### config.mk
export PLATFORM = sky130hd
export DESIGN_NAME = acc_top
export DESIGN_NICKNAME = d
export VERILOG_FILES = /design/src/rtl/acc_pkg.sv /design/src/rtl/acc_result_mem.sv /design/src/rtl/acc_sar_seq.sv /design/src/rtl/acc_top.sv
export VERILOG_INCLUDE_DIRS = /design/src /design/src/rtl
export SDC_FILE = /design/constraint.sdc
export NUM_CORES = 1
export LEC_CHECK = 0
export BUFFER_PORTS_ARGS = -buffer_cell sky130_fd_sc_hd__buf_4
export CORE_MARGIN = 2
export CORE_UTILIZATION = 55
export DETAILED_ROUTE_END_ITERATION = 8
export PLACE_DENSITY = 0.77
export SYNTH_ARGS = -nofsm -noshare
export SYNTH_HDL_FRONTEND = slang
export SYNTH_SLANG_ARGS = --single-unit
### constraint.sdc
create_clock -name clk_sys_i -period 3 [get_ports clk_sys_i]
set_clock_uncertainty 0.05 [all_clocks]
set_input_delay 0.15 -clock clk_sys_i [delete_from_list [all_inputs] [get_ports clk_sys_i]]
set_output_delay 0.15 -clock clk_sys_i [all_outputs]
set_load 0.02 [all_outputs]
### src/rtl/acc_cfg.svh
// acc_cfg.svh: register offsets, field positions, reset values and timing counts
// of the auxiliary converter control; included by every module file of the block.
`ifndef ACC_CFG_SVH
`define ACC_CFG_SVH

`define ACC_OFS_REF       8'h17
`define ACC_OFS_AVG_A     8'h18
`define ACC_OFS_AVG_B     8'h19
`define ACC_OFS_RX        8'h22
`define ACC_OFS_CLKDIV    8'h23
`define ACC_OFS_DAC_A     8'h24
`define ACC_OFS_SPAN      8'h25
`define ACC_OFS_DAC_B     8'h26
`define ACC_OFS_UPD       8'h28
`define ACC_OFS_PWR       8'h29
`define ACC_OFS_RES_BASE  8'h2a
`define ACC_OFS_RES_LAST  8'h2f

`define ACC_RST_REF       8'h00
`define ACC_RST_AVG       4'h0
`define ACC_RST_RX        8'h00
`define ACC_RST_CLKDIV    6'h02
`define ACC_RST_SPAN      2'h0
`define ACC_RST_DAC       10'h000
`define ACC_RST_UPD       4'h0
`define ACC_RST_PWR       3'h0

`define ACC_BIT_START_A   0
`define ACC_BIT_EXTREF_A  1
`define ACC_BIT_START_B   3
`define ACC_BIT_AVG_START 7
`define ACC_BIT_AVG_EN    3
`define ACC_BIT_REF_FS    0
`define ACC_BIT_REF_EN    1
`define ACC_BIT_EXTREF_B  2
`define ACC_BIT_SEL_A     2
`define ACC_BIT_SLAVE     7

`define ACC_CONV_TICKS    16
`define ACC_AVG_MAX_CODE  3'h5
`define ACC_SLOT_A_PIN1   2'h0
`define ACC_SLOT_A_PIN2   2'h1
`define ACC_SLOT_B        2'h2

`endif

### src/rtl/acc_pkg.sv
// acc_pkg: types shared by the auxiliary converter control files.
// assumes acc_cfg.svh supplies the numeric constants.
package acc_pkg;
  typedef enum logic [0:0] {SEQ_IDLE, SEQ_CONV} acc_seq_e;
  typedef enum logic [1:0] {UPD_IMMEDIATE, UPD_ON_WRITE, UPD_ON_TXPD} acc_upd_e;
  typedef enum logic [1:0] {MODE_REG, MODE_EXT_START, MODE_AUX_PORT} acc_mode_e;
  typedef logic [9:0] acc_code_t;
endpackage

### src/rtl/acc_result_mem.sv
// acc_result_mem: three 10-bit result slots, two write ports, registered read.
// assumes the two writers never aim at the same slot in one cycle.
`timescale 1ns/1ps
`include "acc_cfg.svh"
module acc_result_mem
  import acc_pkg::*;
(
  input  wire logic      clk_sys_i,
  input  wire logic      rstn_i,
  input  wire logic      wa_en_i,
  input  wire logic [1:0] wa_idx_i,
  input  wire acc_code_t wa_data_i,
  input  wire logic      wb_en_i,
  input  wire logic [1:0] wb_idx_i,
  input  wire acc_code_t wb_data_i,
  input  wire logic [1:0] rd_idx_i,
  output acc_code_t      rd_data_o
);
  acc_code_t slot_r [3];

  // whole 10-bit word written at once so both byte halves change together
  genvar i;
  for (i = 0; i < 3; i++) begin : g_slot
    always_ff @(posedge clk_sys_i) begin
      if (!rstn_i) begin
        slot_r[i] <= `ACC_RST_DAC;
      end else if (wa_en_i && wa_idx_i == 2'(i)) begin
        slot_r[i] <= wa_data_i;
      end else if (wb_en_i && wb_idx_i == 2'(i)) begin
        slot_r[i] <= wb_data_i;
      end
    end

    slot_keep_a: assert property (@(posedge clk_sys_i) disable iff (!rstn_i)
      !(wa_en_i && wa_idx_i == 2'(i)) && !(wb_en_i && wb_idx_i == 2'(i)) |=> $stable(slot_r[i]))
      else $error("result slot changed without a write");
  end

  // registered read; index 3 is not a slot and reads zero
  always_ff @(posedge clk_sys_i) begin
    if (!rstn_i) begin
      rd_data_o <= `ACC_RST_DAC;
    end else begin
      rd_data_o <= (rd_idx_i == 2'h3) ? `ACC_RST_DAC : slot_r[rd_idx_i];
    end
  end
endmodule

### src/rtl/acc_sar_seq.sv
// acc_sar_seq: one auxiliary ADC sequencer; powers the SAR, counts sixteen
// converter ticks, and averages when asked. assumes sample_i is already synchronised
// and settled by the last tick of a conversion.
`timescale 1ns/1ps
`include "acc_cfg.svh"
module acc_sar_seq
  import acc_pkg::*;
(
  input  wire logic      clk_sys_i,
  input  wire logic      rstn_i,
  input  wire logic      tick_i,
  input  wire logic      start_i,
  input  wire logic      avg_en_i,
  input  wire logic [2:0] avg_code_i,
  input  wire acc_code_t sample_i,
  output logic           busy_o,
  output logic           done_o,
  output acc_code_t      result_o
);
  acc_seq_e    state_r;
  logic [3:0]  tick_cnt_r;
  logic [5:0]  samp_cnt_r;
  logic [15:0] acc_r;
  logic [2:0]  code;
  logic [5:0]  samp_last;
  logic [15:0] sum;
  logic        last_tick;
  logic [4:0]  chk_ticks_r;

  // codes above 64 samples are clamped rather than left undefined
  assign code      = (avg_code_i > `ACC_AVG_MAX_CODE) ? `ACC_AVG_MAX_CODE : avg_code_i;
  assign samp_last = 6'((7'h2 << code) - 7'h1);
  assign last_tick = (state_r == SEQ_CONV) && tick_i && (tick_cnt_r == 4'(`ACC_CONV_TICKS - 1));
  assign sum       = acc_r + {6'h00, sample_i};
  assign busy_o    = (state_r == SEQ_CONV);

  // converter powers up on request and drops out when idle
  always_ff @(posedge clk_sys_i) begin
    if (!rstn_i) begin
      state_r <= SEQ_IDLE;
    end else begin
      case (state_r)
        SEQ_IDLE: if (start_i) state_r <= SEQ_CONV;
        SEQ_CONV: if (last_tick && !avg_en_i) state_r <= SEQ_IDLE;
        default:  state_r <= SEQ_IDLE;
      endcase
    end
  end

  // tick counter wraps at sixteen so averaging runs back to back
  always_ff @(posedge clk_sys_i) begin
    if (!rstn_i || state_r == SEQ_IDLE) begin
      tick_cnt_r <= 4'h0;
    end else if (tick_i) begin
      tick_cnt_r <= tick_cnt_r + 4'h1;
    end
  end

  // accumulator; a partial set is dropped if averaging is turned off
  always_ff @(posedge clk_sys_i) begin
    if (!rstn_i || state_r == SEQ_IDLE) begin
      samp_cnt_r <= 6'h00;
      acc_r      <= 16'h0000;
    end else if (last_tick && avg_en_i) begin
      samp_cnt_r <= (samp_cnt_r == samp_last) ? 6'h00 : samp_cnt_r + 6'h01;
      acc_r      <= (samp_cnt_r == samp_last) ? 16'h0000 : sum;
    end
  end

  // result and one-cycle done
  always_ff @(posedge clk_sys_i) begin
    if (!rstn_i) begin
      done_o   <= 1'b0;
      result_o <= `ACC_RST_DAC;
    end else begin
      done_o <= last_tick && (!avg_en_i || samp_cnt_r == samp_last);
      if (last_tick) begin
        result_o <= avg_en_i ? 10'(sum >> (4'(code) + 4'h1)) : sample_i;
      end
    end
  end

  // helper: ticks seen in the current conversion
  always_ff @(posedge clk_sys_i) begin
    if (!rstn_i || state_r == SEQ_IDLE || last_tick) begin
      chk_ticks_r <= 5'h00;
    end else if (tick_i) begin
      chk_ticks_r <= chk_ticks_r + 5'h01;
    end
  end

  conv_length_a: assert property (@(posedge clk_sys_i) disable iff (!rstn_i)
    done_o && !$past(avg_en_i) |-> $past(chk_ticks_r) == 5'(`ACC_CONV_TICKS - 1))
    else $error("conversion did not span sixteen ticks");
  auto_power_a: assert property (@(posedge clk_sys_i) disable iff (!rstn_i)
    (state_r == SEQ_IDLE) && start_i |=> busy_o ##0 !done_o)
    else $error("converter did not power up on request");
  avg_continuous_a: assert property (@(posedge clk_sys_i) disable iff (!rstn_i)
    last_tick && avg_en_i |=> busy_o)
    else $error("averaging did not keep converting");
  avg_done_c: cover property (@(posedge clk_sys_i) disable iff (!rstn_i) done_o && avg_en_i);
endmodule

### src/rtl/acc_top.sv
// acc_top: control of two auxiliary DACs and two auxiliary SAR ADCs behind the
// serial-port register file. assumes a serial front end presents one-cycle write
// strobes with address and data, and that clk_sys_i is the receive ADC clock.
`timescale 1ns/1ps
`include "acc_cfg.svh"
module acc_top
  import acc_pkg::*;
(
  input  wire logic       clk_sys_i,
  input  wire logic       rstn_i,
  input  wire logic       reg_wr_i,
  input  wire logic [7:0] reg_addr_i,
  input  wire logic [7:0] reg_wdata_i,
  output logic      [7:0] reg_rdata_o,
  input  wire logic       transmit_power_down_signal_i,
  input  wire logic       ext_start_convert_i,
  input  wire acc_code_t  first_aux_adc_sample_i,
  input  wire acc_code_t  second_aux_adc_sample_i,
  output logic      [1:0] regulator_span_o,
  output logic      [2:0] auxiliary_dac_power_o,
  output acc_code_t       first_dac_code_o,
  output acc_code_t       second_dac_code_o,
  output logic      [1:0] first_dac_fullscale_o,
  output logic      [1:0] second_dac_fullscale_o,
  output logic            aux_adc_tick_o,
  output logic      [1:0] auxiliary_adc_power_o,
  output logic            first_adc_input_select_o,
  output logic            internal_reference_enable_o,
  output logic            internal_reference_span_o,
  output logic      [1:0] external_reference_pin_route_o
);
  logic [7:0] ref_r;
  logic [3:0] avg_r [2];
  logic [7:0] rx_r;
  logic [5:0] div_r;
  acc_code_t  dac_a_r;
  acc_code_t  dac_b_r;
  acc_code_t  dac_a_nxt;
  acc_code_t  dac_b_nxt;
  logic [1:0] span_r;
  logic [3:0] upd_r;
  logic [2:0] pwr_r;
  logic [7:0] ctl_rdata_r;
  logic       res_sel_r;
  logic       res_hi_r;
  acc_code_t  res_rd;
  logic [2:0] div_cnt_r;
  logic [2:0] div_last;
  logic       tick;
  logic [1:0] txpd_s_r;
  logic [1:0] exts_s_r;
  logic       txpd_d_r;
  logic       exts_d_r;
  acc_code_t  samp_s1_r [2];
  acc_code_t  samp_s2_r [2];
  logic [1:0] start_ch;
  logic [1:0] busy_ch;
  logic [1:0] done_ch;
  acc_code_t  result_ch [2];
  logic       wr_upd;
  logic       txpd_rise;
  logic       ext_rise;
  logic       apply_a;
  logic       apply_b;
  acc_upd_e   upd_mode;
  acc_mode_e  adc_mode;

  // decoded write strobes
  logic wr_ref, wr_avg_a, wr_avg_b, wr_rx, wr_div, wr_dac_a, wr_span, wr_dac_b, wr_pwr;
  assign wr_ref   = reg_wr_i && reg_addr_i == `ACC_OFS_REF;
  assign wr_avg_a = reg_wr_i && reg_addr_i == `ACC_OFS_AVG_A;
  assign wr_avg_b = reg_wr_i && reg_addr_i == `ACC_OFS_AVG_B;
  assign wr_rx    = reg_wr_i && reg_addr_i == `ACC_OFS_RX;
  assign wr_div   = reg_wr_i && reg_addr_i == `ACC_OFS_CLKDIV;
  assign wr_dac_a = reg_wr_i && reg_addr_i == `ACC_OFS_DAC_A;
  assign wr_span  = reg_wr_i && reg_addr_i == `ACC_OFS_SPAN;
  assign wr_dac_b = reg_wr_i && reg_addr_i == `ACC_OFS_DAC_B;
  assign wr_upd   = reg_wr_i && reg_addr_i == `ACC_OFS_UPD;
  assign wr_pwr   = reg_wr_i && reg_addr_i == `ACC_OFS_PWR;

  // configuration registers; start and update bits are pulses and are not stored
  always_ff @(posedge clk_sys_i) begin
    if (!rstn_i) begin
      ref_r  <= `ACC_RST_REF;
      avg_r  <= '{`ACC_RST_AVG, `ACC_RST_AVG};
      rx_r   <= `ACC_RST_RX;
      div_r  <= `ACC_RST_CLKDIV;
      span_r <= `ACC_RST_SPAN;
      upd_r  <= `ACC_RST_UPD;
      pwr_r  <= `ACC_RST_PWR;
    end else begin
      if (wr_ref) ref_r <= reg_wdata_i;
      if (wr_avg_a) avg_r[0] <= reg_wdata_i[3:0];
      if (wr_avg_b) avg_r[1] <= reg_wdata_i[3:0];
      if (wr_rx) rx_r <= reg_wdata_i & 8'hf6;
      if (wr_div) div_r <= reg_wdata_i[5:0];
      if (wr_span) span_r <= reg_wdata_i[1:0];
      if (wr_upd) upd_r <= reg_wdata_i[7:4];
      if (wr_pwr) pwr_r <= reg_wdata_i[2:0];
    end
  end

  // dac data held here; 0x25 carries the two low bits of both codes
  always_ff @(posedge clk_sys_i) begin
    if (!rstn_i) begin
      dac_a_r <= `ACC_RST_DAC;
      dac_b_r <= `ACC_RST_DAC;
    end else begin
      if (wr_dac_a) dac_a_r[9:2] <= reg_wdata_i;
      if (wr_dac_b) dac_b_r[9:2] <= reg_wdata_i;
      if (wr_span) begin
        dac_a_r[1:0] <= reg_wdata_i[7:6];
        dac_b_r[1:0] <= reg_wdata_i[5:4];
      end
    end
  end
  // code as it stands after this cycle's write, so an immediate apply never loads the stale code
  assign dac_a_nxt = {wr_dac_a ? reg_wdata_i : dac_a_r[9:2], wr_span ? reg_wdata_i[7:6] : dac_a_r[1:0]};
  assign dac_b_nxt = {wr_dac_b ? reg_wdata_i : dac_b_r[9:2], wr_span ? reg_wdata_i[5:4] : dac_b_r[1:0]};

  // pins cross two flops before any logic; the edge detect reads the second
  always_ff @(posedge clk_sys_i) begin
    if (!rstn_i) begin
      txpd_s_r <= 2'h0;
      exts_s_r <= 2'h0;
      txpd_d_r <= 1'b0;
      exts_d_r <= 1'b0;
    end else begin
      txpd_s_r <= {txpd_s_r[0], transmit_power_down_signal_i};
      exts_s_r <= {exts_s_r[0], ext_start_convert_i};
      txpd_d_r <= txpd_s_r[1];
      exts_d_r <= exts_s_r[1];
    end
  end
  assign txpd_rise = txpd_s_r[1] && !txpd_d_r;
  assign ext_rise  = exts_s_r[1] && !exts_d_r;

  // update-mode decode; the unused code behaves as immediate
  always_comb begin
    case (upd_r[1:0])
      2'h1:    upd_mode = UPD_ON_WRITE;
      2'h2:    upd_mode = UPD_ON_TXPD;
      default: upd_mode = UPD_IMMEDIATE;
    endcase
  end

  // slave mode wins over the sync mode; writing the code alone never moves a held output
  always_comb begin
    if (upd_r[`ACC_BIT_SLAVE - 4]) begin
      apply_a = wr_upd && reg_wdata_i[0];
      apply_b = wr_upd && reg_wdata_i[1];
    end else begin
      case (upd_mode)
        UPD_ON_WRITE: begin
          apply_a = wr_upd;
          apply_b = wr_upd;
        end
        UPD_ON_TXPD: begin
          apply_a = txpd_rise;
          apply_b = txpd_rise;
        end
        default: begin
          apply_a = wr_dac_a || wr_span;
          apply_b = wr_dac_b || wr_span;
        end
      endcase
    end
  end

  // dac codes driven to the converters; visible one cycle after the apply
  always_ff @(posedge clk_sys_i) begin
    if (!rstn_i) begin
      first_dac_code_o  <= `ACC_RST_DAC;
      second_dac_code_o <= `ACC_RST_DAC;
    end else begin
      if (apply_a) first_dac_code_o <= dac_a_nxt;
      if (apply_b) second_dac_code_o <= dac_b_nxt;
    end
  end

  // static analog controls straight from flops; the adc power follows the sequencer state
  assign regulator_span_o               = span_r;
  assign auxiliary_dac_power_o          = pwr_r;
  assign first_dac_fullscale_o          = ref_r[5:4];
  assign second_dac_fullscale_o         = ref_r[7:6];
  assign first_adc_input_select_o       = div_r[`ACC_BIT_SEL_A];
  assign internal_reference_enable_o    = ref_r[`ACC_BIT_REF_EN];
  assign internal_reference_span_o      = ref_r[`ACC_BIT_REF_FS];
  assign external_reference_pin_route_o = {ref_r[`ACC_BIT_EXTREF_B], rx_r[`ACC_BIT_EXTREF_A]};
  assign auxiliary_adc_power_o          = busy_ch;

  // adc clock divider: code 00 /1, 01 /2, 10 /4, 11 /8; >= keeps a ratio change safe
  assign div_last = 3'((4'h1 << div_r[1:0]) - 4'h1);
  assign tick     = (div_cnt_r >= div_last);
  always_ff @(posedge clk_sys_i) begin
    if (!rstn_i || tick) begin
      div_cnt_r <= 3'h0;
    end else begin
      div_cnt_r <= div_cnt_r + 3'h1;
    end
  end
  assign aux_adc_tick_o = tick;

  // adc mode decode; the auxiliary serial port mode only blocks register starts here
  always_comb begin
    case (div_r[5:4])
      2'h1:    adc_mode = MODE_EXT_START;
      2'h2:    adc_mode = MODE_AUX_PORT;
      default: adc_mode = MODE_REG;
    endcase
  end

  // starts: ordinary bit when not averaging, start-average bit when averaging
  always_comb begin
    start_ch = 2'h0;
    if (adc_mode != MODE_AUX_PORT) begin
      start_ch[0] = avg_r[0][`ACC_BIT_AVG_EN] ? (wr_avg_a && reg_wdata_i[`ACC_BIT_AVG_START])
                                              : (wr_rx && reg_wdata_i[`ACC_BIT_START_A]);
      start_ch[1] = avg_r[1][`ACC_BIT_AVG_EN] ? (wr_avg_b && reg_wdata_i[`ACC_BIT_AVG_START])
                                              : (wr_rx && reg_wdata_i[`ACC_BIT_START_B]);
      if (adc_mode == MODE_EXT_START && ext_rise) begin
        start_ch = 2'h3;
      end
    end
  end

  // per-channel sample synchronisers and sequencers
  genvar ch;
  for (ch = 0; ch < 2; ch++) begin : g_adc
    always_ff @(posedge clk_sys_i) begin
      if (!rstn_i) begin
        samp_s1_r[ch] <= `ACC_RST_DAC;
        samp_s2_r[ch] <= `ACC_RST_DAC;
      end else begin
        samp_s1_r[ch] <= (ch == 0) ? first_aux_adc_sample_i : second_aux_adc_sample_i;
        samp_s2_r[ch] <= samp_s1_r[ch];
      end
    end

    acc_sar_seq u_seq (
      .clk_sys_i (clk_sys_i),
      .rstn_i    (rstn_i),
      .tick_i    (tick),
      .start_i   (start_ch[ch]),
      .avg_en_i  (avg_r[ch][`ACC_BIT_AVG_EN]),
      .avg_code_i(avg_r[ch][2:0]),
      .sample_i  (samp_s2_r[ch]),
      .busy_o    (busy_ch[ch]),
      .done_o    (done_ch[ch]),
      .result_o  (result_ch[ch])
    );
  end

  // slot choice: select low means pin two feeds the first converter
  logic [1:0] slot_a;
  logic [1:0] rd_idx;
  assign slot_a = first_adc_input_select_o ? `ACC_SLOT_A_PIN1 : `ACC_SLOT_A_PIN2;
  assign rd_idx = 2'((reg_addr_i - `ACC_OFS_RES_BASE) >> 1);

  acc_result_mem u_mem (
    .clk_sys_i(clk_sys_i),
    .rstn_i   (rstn_i),
    .wa_en_i  (done_ch[0]),
    .wa_idx_i (slot_a),
    .wa_data_i(result_ch[0]),
    .wb_en_i  (done_ch[1]),
    .wb_idx_i (`ACC_SLOT_B),
    .wb_data_i(result_ch[1]),
    .rd_idx_i (rd_idx),
    .rd_data_o(res_rd)
  );

  // register read, one cycle after the address; unmapped offsets read zero
  always_ff @(posedge clk_sys_i) begin
    if (!rstn_i) begin
      ctl_rdata_r <= 8'h00;
      res_sel_r   <= 1'b0;
      res_hi_r    <= 1'b0;
    end else begin
      res_sel_r <= reg_addr_i >= `ACC_OFS_RES_BASE && reg_addr_i <= `ACC_OFS_RES_LAST;
      res_hi_r  <= reg_addr_i[0];
      case (reg_addr_i)
        `ACC_OFS_REF:    ctl_rdata_r <= ref_r;
        `ACC_OFS_AVG_A:  ctl_rdata_r <= {4'h0, avg_r[0]};
        `ACC_OFS_AVG_B:  ctl_rdata_r <= {4'h0, avg_r[1]};
        `ACC_OFS_RX:     ctl_rdata_r <= rx_r;
        `ACC_OFS_CLKDIV: ctl_rdata_r <= {busy_ch, div_r};
        `ACC_OFS_DAC_A:  ctl_rdata_r <= dac_a_r[9:2];
        `ACC_OFS_SPAN:   ctl_rdata_r <= {dac_a_r[1:0], dac_b_r[1:0], 2'h0, span_r};
        `ACC_OFS_DAC_B:  ctl_rdata_r <= dac_b_r[9:2];
        `ACC_OFS_UPD:    ctl_rdata_r <= {upd_r, 4'h0};
        `ACC_OFS_PWR:    ctl_rdata_r <= {5'h00, pwr_r};
        default:         ctl_rdata_r <= 8'h00;
      endcase
    end
  end
  // even offset of a slot is the low byte, odd the two high bits
  assign reg_rdata_o = !res_sel_r ? ctl_rdata_r : (res_hi_r ? {6'h00, res_rd[9:8]} : res_rd[7:0]);

  // checks
  reset_off_a: assert property (@(posedge clk_sys_i)
    $past(!rstn_i) && rstn_i |-> auxiliary_dac_power_o == 3'h0 && auxiliary_adc_power_o == 2'h0)
    else $error("converters not powered down after reset");
  span_field_a: assert property (@(posedge clk_sys_i) disable iff (!rstn_i)
    wr_span |=> regulator_span_o == $past(reg_wdata_i[1:0]))
    else $error("regulator span not taken from write");
  dac_power_a: assert property (@(posedge clk_sys_i) disable iff (!rstn_i)
    !wr_pwr |=> $stable(auxiliary_dac_power_o))
    else $error("dac power changed without a write");
  dac_immediate_a: assert property (@(posedge clk_sys_i) disable iff (!rstn_i)
    wr_dac_a && upd_r == 4'h0 |=> first_dac_code_o[9:2] == $past(reg_wdata_i))
    else $error("immediate dac update missed");
  slave_hold_a: assert property (@(posedge clk_sys_i) disable iff (!rstn_i)
    upd_r[3] && !wr_upd |=> $stable(first_dac_code_o) && $stable(second_dac_code_o))
    else $error("dac moved in slave mode without update bit");
  clk_div4_a: assert property (@(posedge clk_sys_i) disable iff (!rstn_i)
    tick && div_r[1:0] == 2'h2 ##1 (div_r[1:0] == 2'h2 && !tick) [*3] ##1 div_r[1:0] == 2'h2 |-> tick)
    else $error("divide by four spacing wrong");
  reg_start_a: assert property (@(posedge clk_sys_i) disable iff (!rstn_i)
    wr_rx && reg_wdata_i[0] && !avg_r[0][3] && div_r[5:4] == 2'h0 && !busy_ch[0] |=> auxiliary_adc_power_o[0])
    else $error("start bit did not begin a conversion");
  avg_start_only_a: assert property (@(posedge clk_sys_i) disable iff (!rstn_i)
    !busy_ch[0] && avg_r[0][3] && !wr_avg_a && !(div_r[5:4] == 2'h1 && ext_rise) |=> !busy_ch[0])
    else $error("averaging channel started without start-average");
  slot_route_a: assert property (@(posedge clk_sys_i) disable iff (!rstn_i)
    done_ch[0] && !first_adc_input_select_o |=> u_mem.slot_r[1] == $past(result_ch[0]))
    else $error("pin two result not routed to its slot");

  both_start_c: cover property (@(posedge clk_sys_i) disable iff (!rstn_i) start_ch == 2'h3);
  slave_update_c: cover property (@(posedge clk_sys_i) disable iff (!rstn_i) upd_r[3] && apply_a);
  txpd_update_c: cover property (@(posedge clk_sys_i) disable iff (!rstn_i) upd_mode == UPD_ON_TXPD && txpd_rise);
endmodule

# Yosys cells after proc, flatten, opt, wreduce, memory -nomap -nowiden
# Memory sizes are Yosys's and may differ from the RTL's. A register that Yosys moved wholly into a read port is not among the register bits.
# Cells that the tools add are included.
# Widths: inputs -> output; s select.
dict set report word_totals {
  ram_bits 70
  mem_bits_ro 0
  memories 3
  output_inout_bits 45
  elab_cells 196
  latchBits 0
  regBits 172
}
dict set report classes {
  n_lt_le_gt_ge 5
  n_eq_ne 25
  n_shift 5
  bitwise_logic 11
  n_mux 55
  div_mod_pow 0
  reduce_logical 47
  addsub 13
  multipliers 0
}
# name depth width rd rd_ports_with_merged_regs wr line_no
set mem_list {}
lappend mem_list {u_mem.slot_r 3 10 1 1 3 acc_result_mem.sv:19} ;# acc_code_t slot_r [3];
lappend mem_list {samp_s1_r 2 10 2 0 2 acc_top.sv:54} ;# acc_code_t samp_s1_r [2];
lappend mem_list {samp_s2_r 2 10 2 0 2 acc_top.sv:55} ;# acc_code_t samp_s2_r [2];
# cell n
set op_table {}
lappend op_table {{$mux 10} 10}
lappend op_table {{$pmux 8 s10} 1}
lappend op_table {{$eq 8x6->1 const B} 7}
lappend op_table {{$logic_and 1x1->1} 33}
lappend op_table {{$add 16x10->16} 2}
lappend op_table {{$mux 16} 2}
lappend op_table {{$mux 8} 4}
lappend op_table {{$shr 16x4->10} 2}
lappend op_table {{$eq 8x5->1 const B} 3}
lappend op_table {{$mux 1} 24}
lappend op_table {{$add 6x1->6 const B} 2}
lappend op_table {{$eq 6x6->1} 2}
lappend op_table {{$mux 6} 2}
lappend op_table {{$shl 2x3->6 const A} 2}
lappend op_table {{$sub 6x1->6 const B} 2}
lappend op_table {{$add 3x1->4 const B} 2}
lappend op_table {{$add 4x1->4 const B} 2}
lappend op_table {{$eq 2x1->1 const B} 4}
lappend op_table {{$eq 2x2->1 const B} 4}
lappend op_table {{$eq 4x4->1 const B} 2}
lappend op_table {{$ge 8x6->1 const B} 1}
lappend op_table {{$le 8x6->1 const B} 1}
lappend op_table {{$mux 2} 4}
lappend op_table {{$or 1x1->1} 8}
lappend op_table {{other kinds (17)} 35}

# Longest topological paths before layout
# Gate-level depths: netlist of run 1.
dict set report depth {
  depth_word 8
  depth_mapped 13
}

# Cells and area by module
# Synthesis of run 1 repeated with hierarchy kept, for this count alone.
dict set report unflattened {
  hier_cells 1463
  area_unflattened_um2 13380.3
}
# module seq_area_each_um2 instances cells_per_inst area_per_inst_um2
set modules_own_cells {}
lappend modules_own_cells {acc_top 2722.6 1 581 5614.1}
lappend modules_own_cells {{acc_sar_seq (g_adc[1].u_seq)} 760.7 1 383 3039.2}
lappend modules_own_cells {{acc_sar_seq (g_adc[0].u_seq)} 760.7 1 365 2900.3}
lappend modules_own_cells {acc_result_mem 1101.1 1 134 1826.8}

# Worst setup path before layout of run 1
# OpenSTA, ideal clock, no wires.
dict set report synth_timing {
  path_kind {flip-flop to flip-flop}
  from {register avg_r[2] in the netlist's numbering}
  to {register g_adc[1].u_seq.acc_r[11]}
  slack_ps 130
  path_stages_with_launch 13
  arrival_time_ps 2692
  setup_ps 128
  n_path_buf 3
  period_less_slack_ps 2870
  cell_sequence {dfxtp_1 -> clkbuf_1 -> a21oi_1 -> clkbuf_1 -> nand2_1 -> ha_1 -> xor2_1 -> nand3_1 -> or3_1 -> clkbuf_1 -> a21o_1 -> a21oi_1 -> nor2_1}
}
dict set report synth_between {
  elab_chain_len 6
}
# element line_no
set synth_lines {}
lappend synth_lines {{start, declared} acc_top.sv:33} ;# logic [3:0] avg_r [2];
lappend synth_lines {{start signal, assigned} acc_top.sv:85} ;# avg_r <= '{`ACC_RST_AVG, `ACC_RST_AVG};
lappend synth_lines {{$gt 3x3->1 (no line)} --}
lappend synth_lines {{$mux 3 *} acc_sar_seq.sv:31} ;# assign code = (avg_code_i > `ACC_AVG_MAX_CODE) ? `ACC_AVG_MAX_CODE : avg_code_i;
lappend synth_lines {{$shl 2x3->6 *} acc_sar_seq.sv:32} ;# assign samp_last = 6'((7'h2 << code) - 7'h1);
lappend synth_lines {{$sub 6x1->6 *} acc_sar_seq.sv:32}
lappend synth_lines {{$eq 6x6->1 *} acc_sar_seq.sv:66} ;# acc_r <= (samp_cnt_r == samp_last) ? 16'h0000 : sum;
lappend synth_lines {{$mux 16 *} acc_sar_seq.sv:66}
lappend synth_lines {{end signal, assigned} acc_sar_seq.sv:66}
lappend synth_lines {{end, declared} acc_sar_seq.sv:23} ;# logic [15:0] acc_r;
# Mark *: on every way between the ends. The rest lies on a longest branch, timed or not.
# A chain may end at the register's enable or synchronous reset.

# Worst setup path in the final report of run 1
dict set report layout_timing {
  from {register div_r[0]}
  to {register g_adc[0].u_seq.result_o[8]}
}
dict set report layout_between {
  elab_chain_len 5
}
# element line_no
set layout_lines {}
lappend layout_lines {{start, declared} acc_top.sv:35} ;# logic [5:0] div_r;
lappend layout_lines {{start signal, assigned} acc_top.sv:87} ;# div_r <= `ACC_RST_CLKDIV;
lappend layout_lines {{start signal, assigned} acc_top.sv:96} ;# if (wr_div) div_r <= reg_wdata_i[5:0];
lappend layout_lines {{$shl 1x2->3} acc_top.sv:193} ;# assign div_last = 3'((4'h1 << div_r[1:0]) - 4'h1);
lappend layout_lines {{$sub 3x1->3} acc_top.sv:193}
lappend layout_lines {{$ge 3x3->1} acc_top.sv:194} ;# assign tick = (div_cnt_r >= div_last);
lappend layout_lines {{$logic_and 1x1->1 (2 in series)} acc_sar_seq.sv:33} ;# assign last_tick = (state_r == SEQ_CONV) && tick_i && (tick_cnt_r == 4'(`ACC_CONV_TICKS - 1));
lappend layout_lines {{end signal, assigned} acc_sar_seq.sv:74} ;# result_o <= `ACC_RST_DAC;
lappend layout_lines {{end signal, assigned} acc_sar_seq.sv:78} ;# result_o <= avg_en_i ? 10'(sum >> (4'(code) + 4'h1)) : sample_i;
lappend layout_lines {{end, declared} acc_sar_seq.sv:18} ;# output acc_code_t result_o
# No other way between the ends.

==> results of run 1 <==
-- kinds of logic after synthesis --
family	count (synthesis)	synth area share
buffers and inverters	124	0.04447
muxes	65	0.05330
xor gates and xnor gates	47	0.03340
and+or+nand+nor	534	0.2141
adders and majority gates	35	0.03655
AOI/OAI and AO/OA	340	0.1845
DFF	252	0.4337
-- cell usage after synthesis (all sizes together), types with 9 or more instances --
master	n	area (sq um)
clkbuf	71	267.8
nand2	162	613.1
a21o	10	75.07
a21oi	117	585.6
o21ai	71	355.3
nand4	12	75.07
xor2	19	166.4
o211ai	12	90.09
a221oi	13	120.1
edfxtp	30	900.9
and3	25	156.4
xnor2	28	245.2
buf	26	178.9
inv	27	101.4
ha	32	400.4
dfxtp	222	4444
o22ai	11	68.82
and2	71	444.2
a22oi	10	75.07
mux2i	60	600.6
nor2	141	539.3
nand3	55	280.3
nor3	15	85.08
nor4	9	120.1
a211oi	40	405.4
-- power breakdown --
part	switching, uW	internal [uW]	total [uW]
sequential	38.3	3490	3520
combinational	266	192	458
clock	1330	2000	3330
-- cell type report --
class | count | area, sq um
Fill cell | 1790 | 7423
Multi-Input combinational cell | 1021 | 6457
Sequential cell | 252 | 5345
Timing Repair Buffer | 162 | 1311
Clock buffer | 40 | 794.5
Tap cell | 280 | 350.3
Clock inverter | 9 | 107.6
Inverter | 27 | 101.3
-- worst paths after layout --
check	start	end	slack, ps	cells after the start
max	div_r[0]$_SDFFE_PN0P_	g_adc[0].u_seq.result_o[8]$_SDFFE_PN0N_	160	12
min	reg_wr_i	ref_r[2]$_SDFFE_PN0P_	40	3
max reg2reg	div_r[0]$_SDFFE_PN0P_	g_adc[0].u_seq.result_o[8]$_SDFFE_PN0N_	160	12
min reg2reg	samp_s1_r[1][3]$_SDFF_PN0_	samp_s2_r[1][3]$_SDFF_PN0_	380	1
-- flip-flops by register name, indices dropped and copies added, names as in the netlist, 8 cells and up --
name and cells:
second_dac_code_o 10, u_mem.slot_r 30, ref_r 8, u_mem.rd_data_o 10, g_adc.u_seq.tick_cnt_r 8, dac_a_r 10
avg_r 8, samp_s2_r 20, dac_b_r 10, ctl_rdata_r 8, first_dac_code_o 10, samp_s1_r 20
g_adc.u_seq.samp_cnt_r 12, g_adc.u_seq.acc_r 32, g_adc.u_seq.result_o 20
-- through the flow --
stage	TNS, ps	std cells	setup slack (ps)	area, sq um	utilization
after floorplan	0	1397	130.2	12320	-
after global placement	0	1704	210.8	13170	0.6017
after detailed placement	0	1704	104.1	13170	0.6017
after CTS	0	1786	98.57	14400	0.6580
after global routing	-16.04	1791	-16.04	14470	0.6609
final	0	1791	159.4	14470	0.6609
-- what timing repair did --
item,in CTS,in global routing
setup endpoints to repair,0,17
resized for setup,0,7
buffers inserted,0,5
hold buffers,33,0
hold endpoints to repair,78,0
-- cells in the final DEF (no fill, tap or decap), drive strengths merged, types with 15 or more instances in the layout --
master	synthesis	routed
a211oi	40	40
and2	71	71
dfxtp	222	222
nand2	162	162
xor2	19	19
a21oi	117	117
nand3	55	55
nor3	15	15
mux2i	60	60
o21ai	71	71
ha	32	32
and3	25	25
xnor2	28	28
buf	26	129
clkbuf	71	40
inv	27	28
nor2	141	141
edfxtp	30	30
dlygate4sd3	0	33
-- worst max-delay path: cells and delay by family (launching register included) --
kind	cells	cell delay, ps
compound gates	4	880
fa+ha+maj	1	280
flops	1	340
simple gates	4	760
buf+inv	3	470
-- layer usage --
| metal | share of wire | global-route usage | wire, microns | vias up |
|---|---|---|---|---|
| met1 | 0.45 | 0.3560 | 13630 | 4904 |
| met2 | 0.46 | 0.4114 | 13970 | 398 |
| met4 | 0.027 | 0.08038 | 828 | 0 |
| met3 | 0.069 | 0.03354 | 2121 | 73 |
| met5 | 0 | 0 | 0 | - |
| li1 | - | - | - | 5150 |
==> metrics, run 1 <==
Post-synth EDFFs 30; Core Area 21890 sq um; Setup crit end kind flop; Final nets 1566; IO Count 86; average cell area after synthesis 8.822 sq um; Syn Inst Count approximately 1.4k; fraction of layout cells with a size suffix above 1 0.1522; CTS sink count approximately 250; Vias ~11k; # DRC 0; Post-Syn Area between 10000 and 15000 sq um; Core Rows 54; # H-tree levels 1; post-synthesis sequential area ratio 0.4337; die area around 24000 sq um; Critical Path Source Type flop; fmax around 350 MHz; Fin. Hold Viols 0; Tcrit/Tclk final 0.9469; n_diodes 0; Final Hold Slack roughly 37 ps; 1st-iter DRT viols slightly below 1k; Worst path slowest cell dfxtp_1; wire length per cell between 15 and 20 microns; Vias/cell 5.877; FFs w/ async S/R, synth 0; LEAKAGE around 0.0055 uW; Arrival @ worst endpoint roughly 3300 ps; clock slew at reported path FFs approximately 70 ps; total CTS buffers 27; clock latency on the worst-skew pair about 530 ps; Syn Nets 1472; slew at the pin with the worst max-slew slack 813.5 ps; hpwl dp ~21000 microns; die height between 150 and 200 microns; slew margin rel. 0.4535; Chip Width ~150 microns; Antenna Nets Post-Route 0; Starting Density 0.5630; Setup violations, final 0; Tightest Hold Check Type primary input to flop; First-pass DRT Iterations 5; count of cell types in the netlist 81; critical-path cell list or2_2 > ha_1 > nor2b_1 > o21a_1 > inv_1 > buf_4 > nand3_1 > buf_4 > nor2_1 > o221ai_1 > a311oi_1 > a32o_1; gp weighted congestion between 0.9 and 1; first-pass GRT wire length 50250 microns; slowest stage delay, CP approximately 340 ps; Layout area overhead 17.39%; ys flop type dfxtp_1; Yosys reg bits about 250; Synthesis Warnings 0; global route overflow 0; CTS root buffer clkbuf_16; vias in the first global route slightly below 10k; CP Max Fanout 12; CTS tree built; Top cell by count, worst path buf_4; drt total wl roughly 30000 microns; GRT Resource Usage Total 0.2545; Max Slew Vio Count 0; VDD IR-drop max 387.5 uV; Port Buffers 85; critical path class flop to flop; number of antenna violations at the first check in global routing 0; CTS Buffer Depth 3; Power Dens Cells 505.2 nW/um^2; largest net degree at the start of global routing 57; Final min period about 2800 ps; Max-cap violations 0; Overall Power 7309 uW; WP data required 3420 ps; status completed
Power figures use the tool's default switching activity.
==> inputs of run 2 (changes only) <==
--- a/config.mk
+++ b/config.mk
@@ -6,6 +6,7 @@
 export SDC_FILE = /design/constraint.sdc
 export NUM_CORES = 1
 export LEC_CHECK = 0
+export ABC_AREA = 1
 export BUFFER_PORTS_ARGS = -buffer_cell sky130_fd_sc_hd__buf_4
 export CORE_MARGIN = 2
 export CORE_UTILIZATION = 55
==> run 2 against run 1 <==
Net effect:
- final cell count is 18% higher
- global-route usage is 2.5 points higher
- flip-flop and latch count stayed put
- count of clock-buffer cells in the layout is 4 lower
- critical endpoint is now g_adc[1].u_seq.samp_cnt_r[2]$_SDFFE_PP0P_
==> metrics, run 2 <==
status completed; biggest regs g_adc.u_seq.acc_r (32), u_mem.slot_r (30); clock slew at reported path FFs 60 ps (about the same); Multi-input gate area 5707 sq um (-12%); area share of the largest cell type after synthesis 0.3601 (-0.0005483); Post-synth EDFFs 30 (unchanged); IO Count 86 (unchanged); slew margin rel. 0.3505 (-0.1030); First-pass DRT Iterations 5 (unchanged); commonest non-fill, non-tap cell in the layout nand2_1; Top cell by count, worst path nand3_1; slowest stage delay, CP 400 ps (+60 ps); Setup crit end kind flop; RSZ-0062 raised after global routing false; clock latency on the worst-skew pair 540 ps (about the same); Min-Delay Endpoint res_sel_r$_SDFF_PN0_; Arrival @ worst endpoint 3050 ps (-210 ps); hpwl dp 23580 microns (+12%); setup TNS 0 ps (unchanged); first-pass GRT wire length 53800 microns (+7.1%); Finished Cell Area 14520 sq um (+0.34%); critical path class flop to flop; CP delay by family, top simple AND/OR/NAND/NOR gates; Synthesis Warnings 0 (unchanged); fillcell total 1832 (+2.3%); CP Max Fanout 14 (+2); ranking of synthesized cells by area dfxtp_1, nand2_1, inv_1; Fin. Hold Viols 0 (unchanged); Layout Utilization 0.6611 (about the same); Port Buffers 85 (unchanged); average cell area after synthesis 7.227 sq um (-18%); CTS sink count 252 (unchanged); FF-to-FF path depth 11 (-1); CTS root buffer clkbuf_16; Vias/cell 5.442 (-7.4%); Post-Syn Area 12340 sq um (+0.15%); worst reg2reg endpoint g_adc[1].u_seq.samp_cnt_r[2]$_SDFFE_PP0P_; RR Startpoint div_r[1]$_SDFFE_PN1P_; Syn Inst Count 1708 (+22%); Antenna Nets Post-Route 0 (unchanged); Vias 11.54k (+9.6%); Tightest Hold Check Type primary input to flop; GRT Resource Usage Total 0.2791 (+0.02454); post-synthesis sequential area ratio 0.4330 (-0.0006595); Final nets 1895 (+21%); ys flop type dfxtp_1; fmax 375.8 MHz (+6.8%); Hold Startpoint reg_addr_i[7]; LEAKAGE 0.006249 uW (+13%); die height 153.8 microns (about the same); 1st-iter DRT viols 1201 (+24%); Core Area 21960 sq um (+0.31%); Yosys reg bits 252 (unchanged); CTS tree built; Post-CTS Setup Bufs 0 (unchanged); gp weighted congestion 0.9654 (+5.3%); Worst path slowest cell inv_1; number of antenna violations at the first check in global routing 2 (+2); commonest cells after routing, fill and taps aside nand2_1, inv_1, dfxtp_1, nand3_1, nor2_1; Setup violations, final 0 (unchanged); vias in the first global route 10.72k (+7.9%); count of cell types in the netlist 48 (-41%); Power Dens Cells 509.3 nW/um^2 (+0.81%); Core Rows 54 (unchanged); die area 23660 sq um (+0.15%); Resized Gates After CTS 0 (unchanged); VDD IR-drop max 312.8 uV (-19%); drt total wl 33350 microns (+9.2%); critical-path cell list inv_1 > nand2_1 > ha_1 > nand3_1 > nand3_1 > nand3_1 > nor3_2 > nand2_1 > inv_1 > a21oi_1 > nor3_1; slew at the pin with the worst max-slew slack 949.7 ps (+136.2 ps); Syn Nets 1783 (+21%); dominant cell type by area after synthesis dfxtp_1; top-count cell post-synth nand2_1; max FFs per register 32 (unchanged); Largest Register g_adc.u_seq.acc_r; Max-cap violations 0 (unchanged); synth cell count leaders nand2_1, inv_1, dfxtp_1, nand3_1, nor2_1; Overall Power 7393 uW (+1.2%); global route overflow 0 (unchanged); post-placement cell count 2023 (+19%); # DRC 0 (unchanged); Tcrit/Tclk final 0.8870 (-0.05992); Chip Width 153.8 microns (about the same); wire length per cell 15.73 microns (-7.8%); placed inst area 13120 sq um (-0.43%); reg-to-reg slack, setup 340 ps (+180 ps); largest net degree at the start of global routing 85 (+49%); Max Slew Vio Count 0 (unchanged); fin cells 2120 (+18%); total CTS buffers 27 (unchanged); Hold Path Depth 4 (+1); FFs w/ async S/R, synth 0 (unchanged); Starting Density 0.5621 (-0.0008776); n_diodes 0 (unchanged); WP data required 3390 ps (-30 ps); Layout area overhead 17.61%; CTS Buffer Depth 3 (unchanged); fraction of layout cells with a size suffix above 1 0.1027 (-0.04950); # H-tree levels 1 (unchanged); worst path buffer plus inverter count 2 (-1); Final min period 2661 ps (-179.8 ps); Critical Path Source Type flop; FF/Latch Area 5345 sq um (unchanged)
[run 2: cell count changes after synthesis, moves of 12 or more]
cell	before	now
a211oi_1	19	3
a211oi_2	21	0
a21oi_2	0	12
and2_1	70	0
and3_1	25	0
clkbuf_1	70	41
inv_1	27	247
mux2i_1	60	0
nand2_1	160	418
nand3_1	54	160
nor2_1	139	127
o21ai_0	67	87
xnor2_1	28	8
[run 2: report_power, final]
group | switching, uW | internal [uW] | leakage, uW
clock | 1390 | 2020 | 0.000452
sequential | 40.0 | 3480 | 0.00209
combinational | 283 | 183 | 0.00371
total | 1710 | 5680 | 0.00625
[run 2: cells by family (layout without fill, tap and decap cells)]
kind of cell,after synthesis,after routing,synth area share
adders and majority gates,34,34,0.03568
buffers and inverters,321,453,0.1046
and+or+nand+nor,769,769,0.2669
DFF,252,252,0.4330
xor gates and xnor gates,19,19,0.01348
AOI/OAI and AO/OA,313,313,0.1463
[run 2: area by class of cell]
class / instances / area share
flip-flops and latches: 252 / 0.3682
clock buffers: 36 / 0.05378
well taps: 280 / 0.02413
repair buffers: 148 / 0.08481
multi-input cells: 1135 / 0.3931
inverters: 256 / 0.06628
clock inverters: 13 / 0.009653
[run 2: what timing repair did]
| item | 4_1_cts | 5_1_grt |
|---|---|---|
| endpoints found under the setup margin | 0 | 0 |
| hold buffers | 48 | 0 |
| endpoints found under the hold margin | 70 | 0 |
[run 2: worst max-delay path by stage]
| stage | from | to | cells after the start | slack, ps |
|---|---|---|---|---|
| after floorplan | g_adc[1].u_seq.acc_r[0]$_SDFFE_PP0P_ | g_adc[1].u_seq.result_o[3]$_SDFFE_PN0N_ | 12 | 950 |
| after global placement | div_r[1]$_SDFFE_PN1P_ | g_adc[1].u_seq.samp_cnt_r[4]$_SDFFE_PP0P_ | 11 | 490 |
| after detailed placement | div_r[1]$_SDFFE_PN1P_ | g_adc[1].u_seq.samp_cnt_r[4]$_SDFFE_PP0P_ | 11 | 380 |
| after CTS | div_r[1]$_SDFFE_PN1P_ | g_adc[1].u_seq.samp_cnt_r[4]$_SDFFE_PP0P_ | 12 | 370 |
| after global routing | div_r[1]$_SDFFE_PN1P_ | g_adc[1].u_seq.samp_cnt_r[4]$_SDFFE_PP0P_ | 12 | 50 |
| final | div_r[1]$_SDFFE_PN1P_ | g_adc[1].u_seq.samp_cnt_r[2]$_SDFFE_PP0P_ | 11 | 340 |
[run 2: tightest hold or removal path, stage by stage]
cell	delay [ps]
buf_4	100
nor2_4	40
nand3_4	120
a2111oi_0	140
[run 2: metal layers]
metal  wire length, microns  track usage  up-vias
met5                      0            0        -
met4                   1035      0.09346        0
met3                   2493      0.04538       68
met2                  14990       0.4425      449
met1                  14830       0.3904     5231
li1                       -            -     5788
[run 2: per-stage QoR]
step                      hold slack [ps]  worst slack [ps]
after detailed placement            286.2             383.6
after floorplan                     193.5             954.7
after global routing                44.91             51.49
after CTS                           21.64             367.7
after global placement              280.2             492.3
final                               67.89             339.1
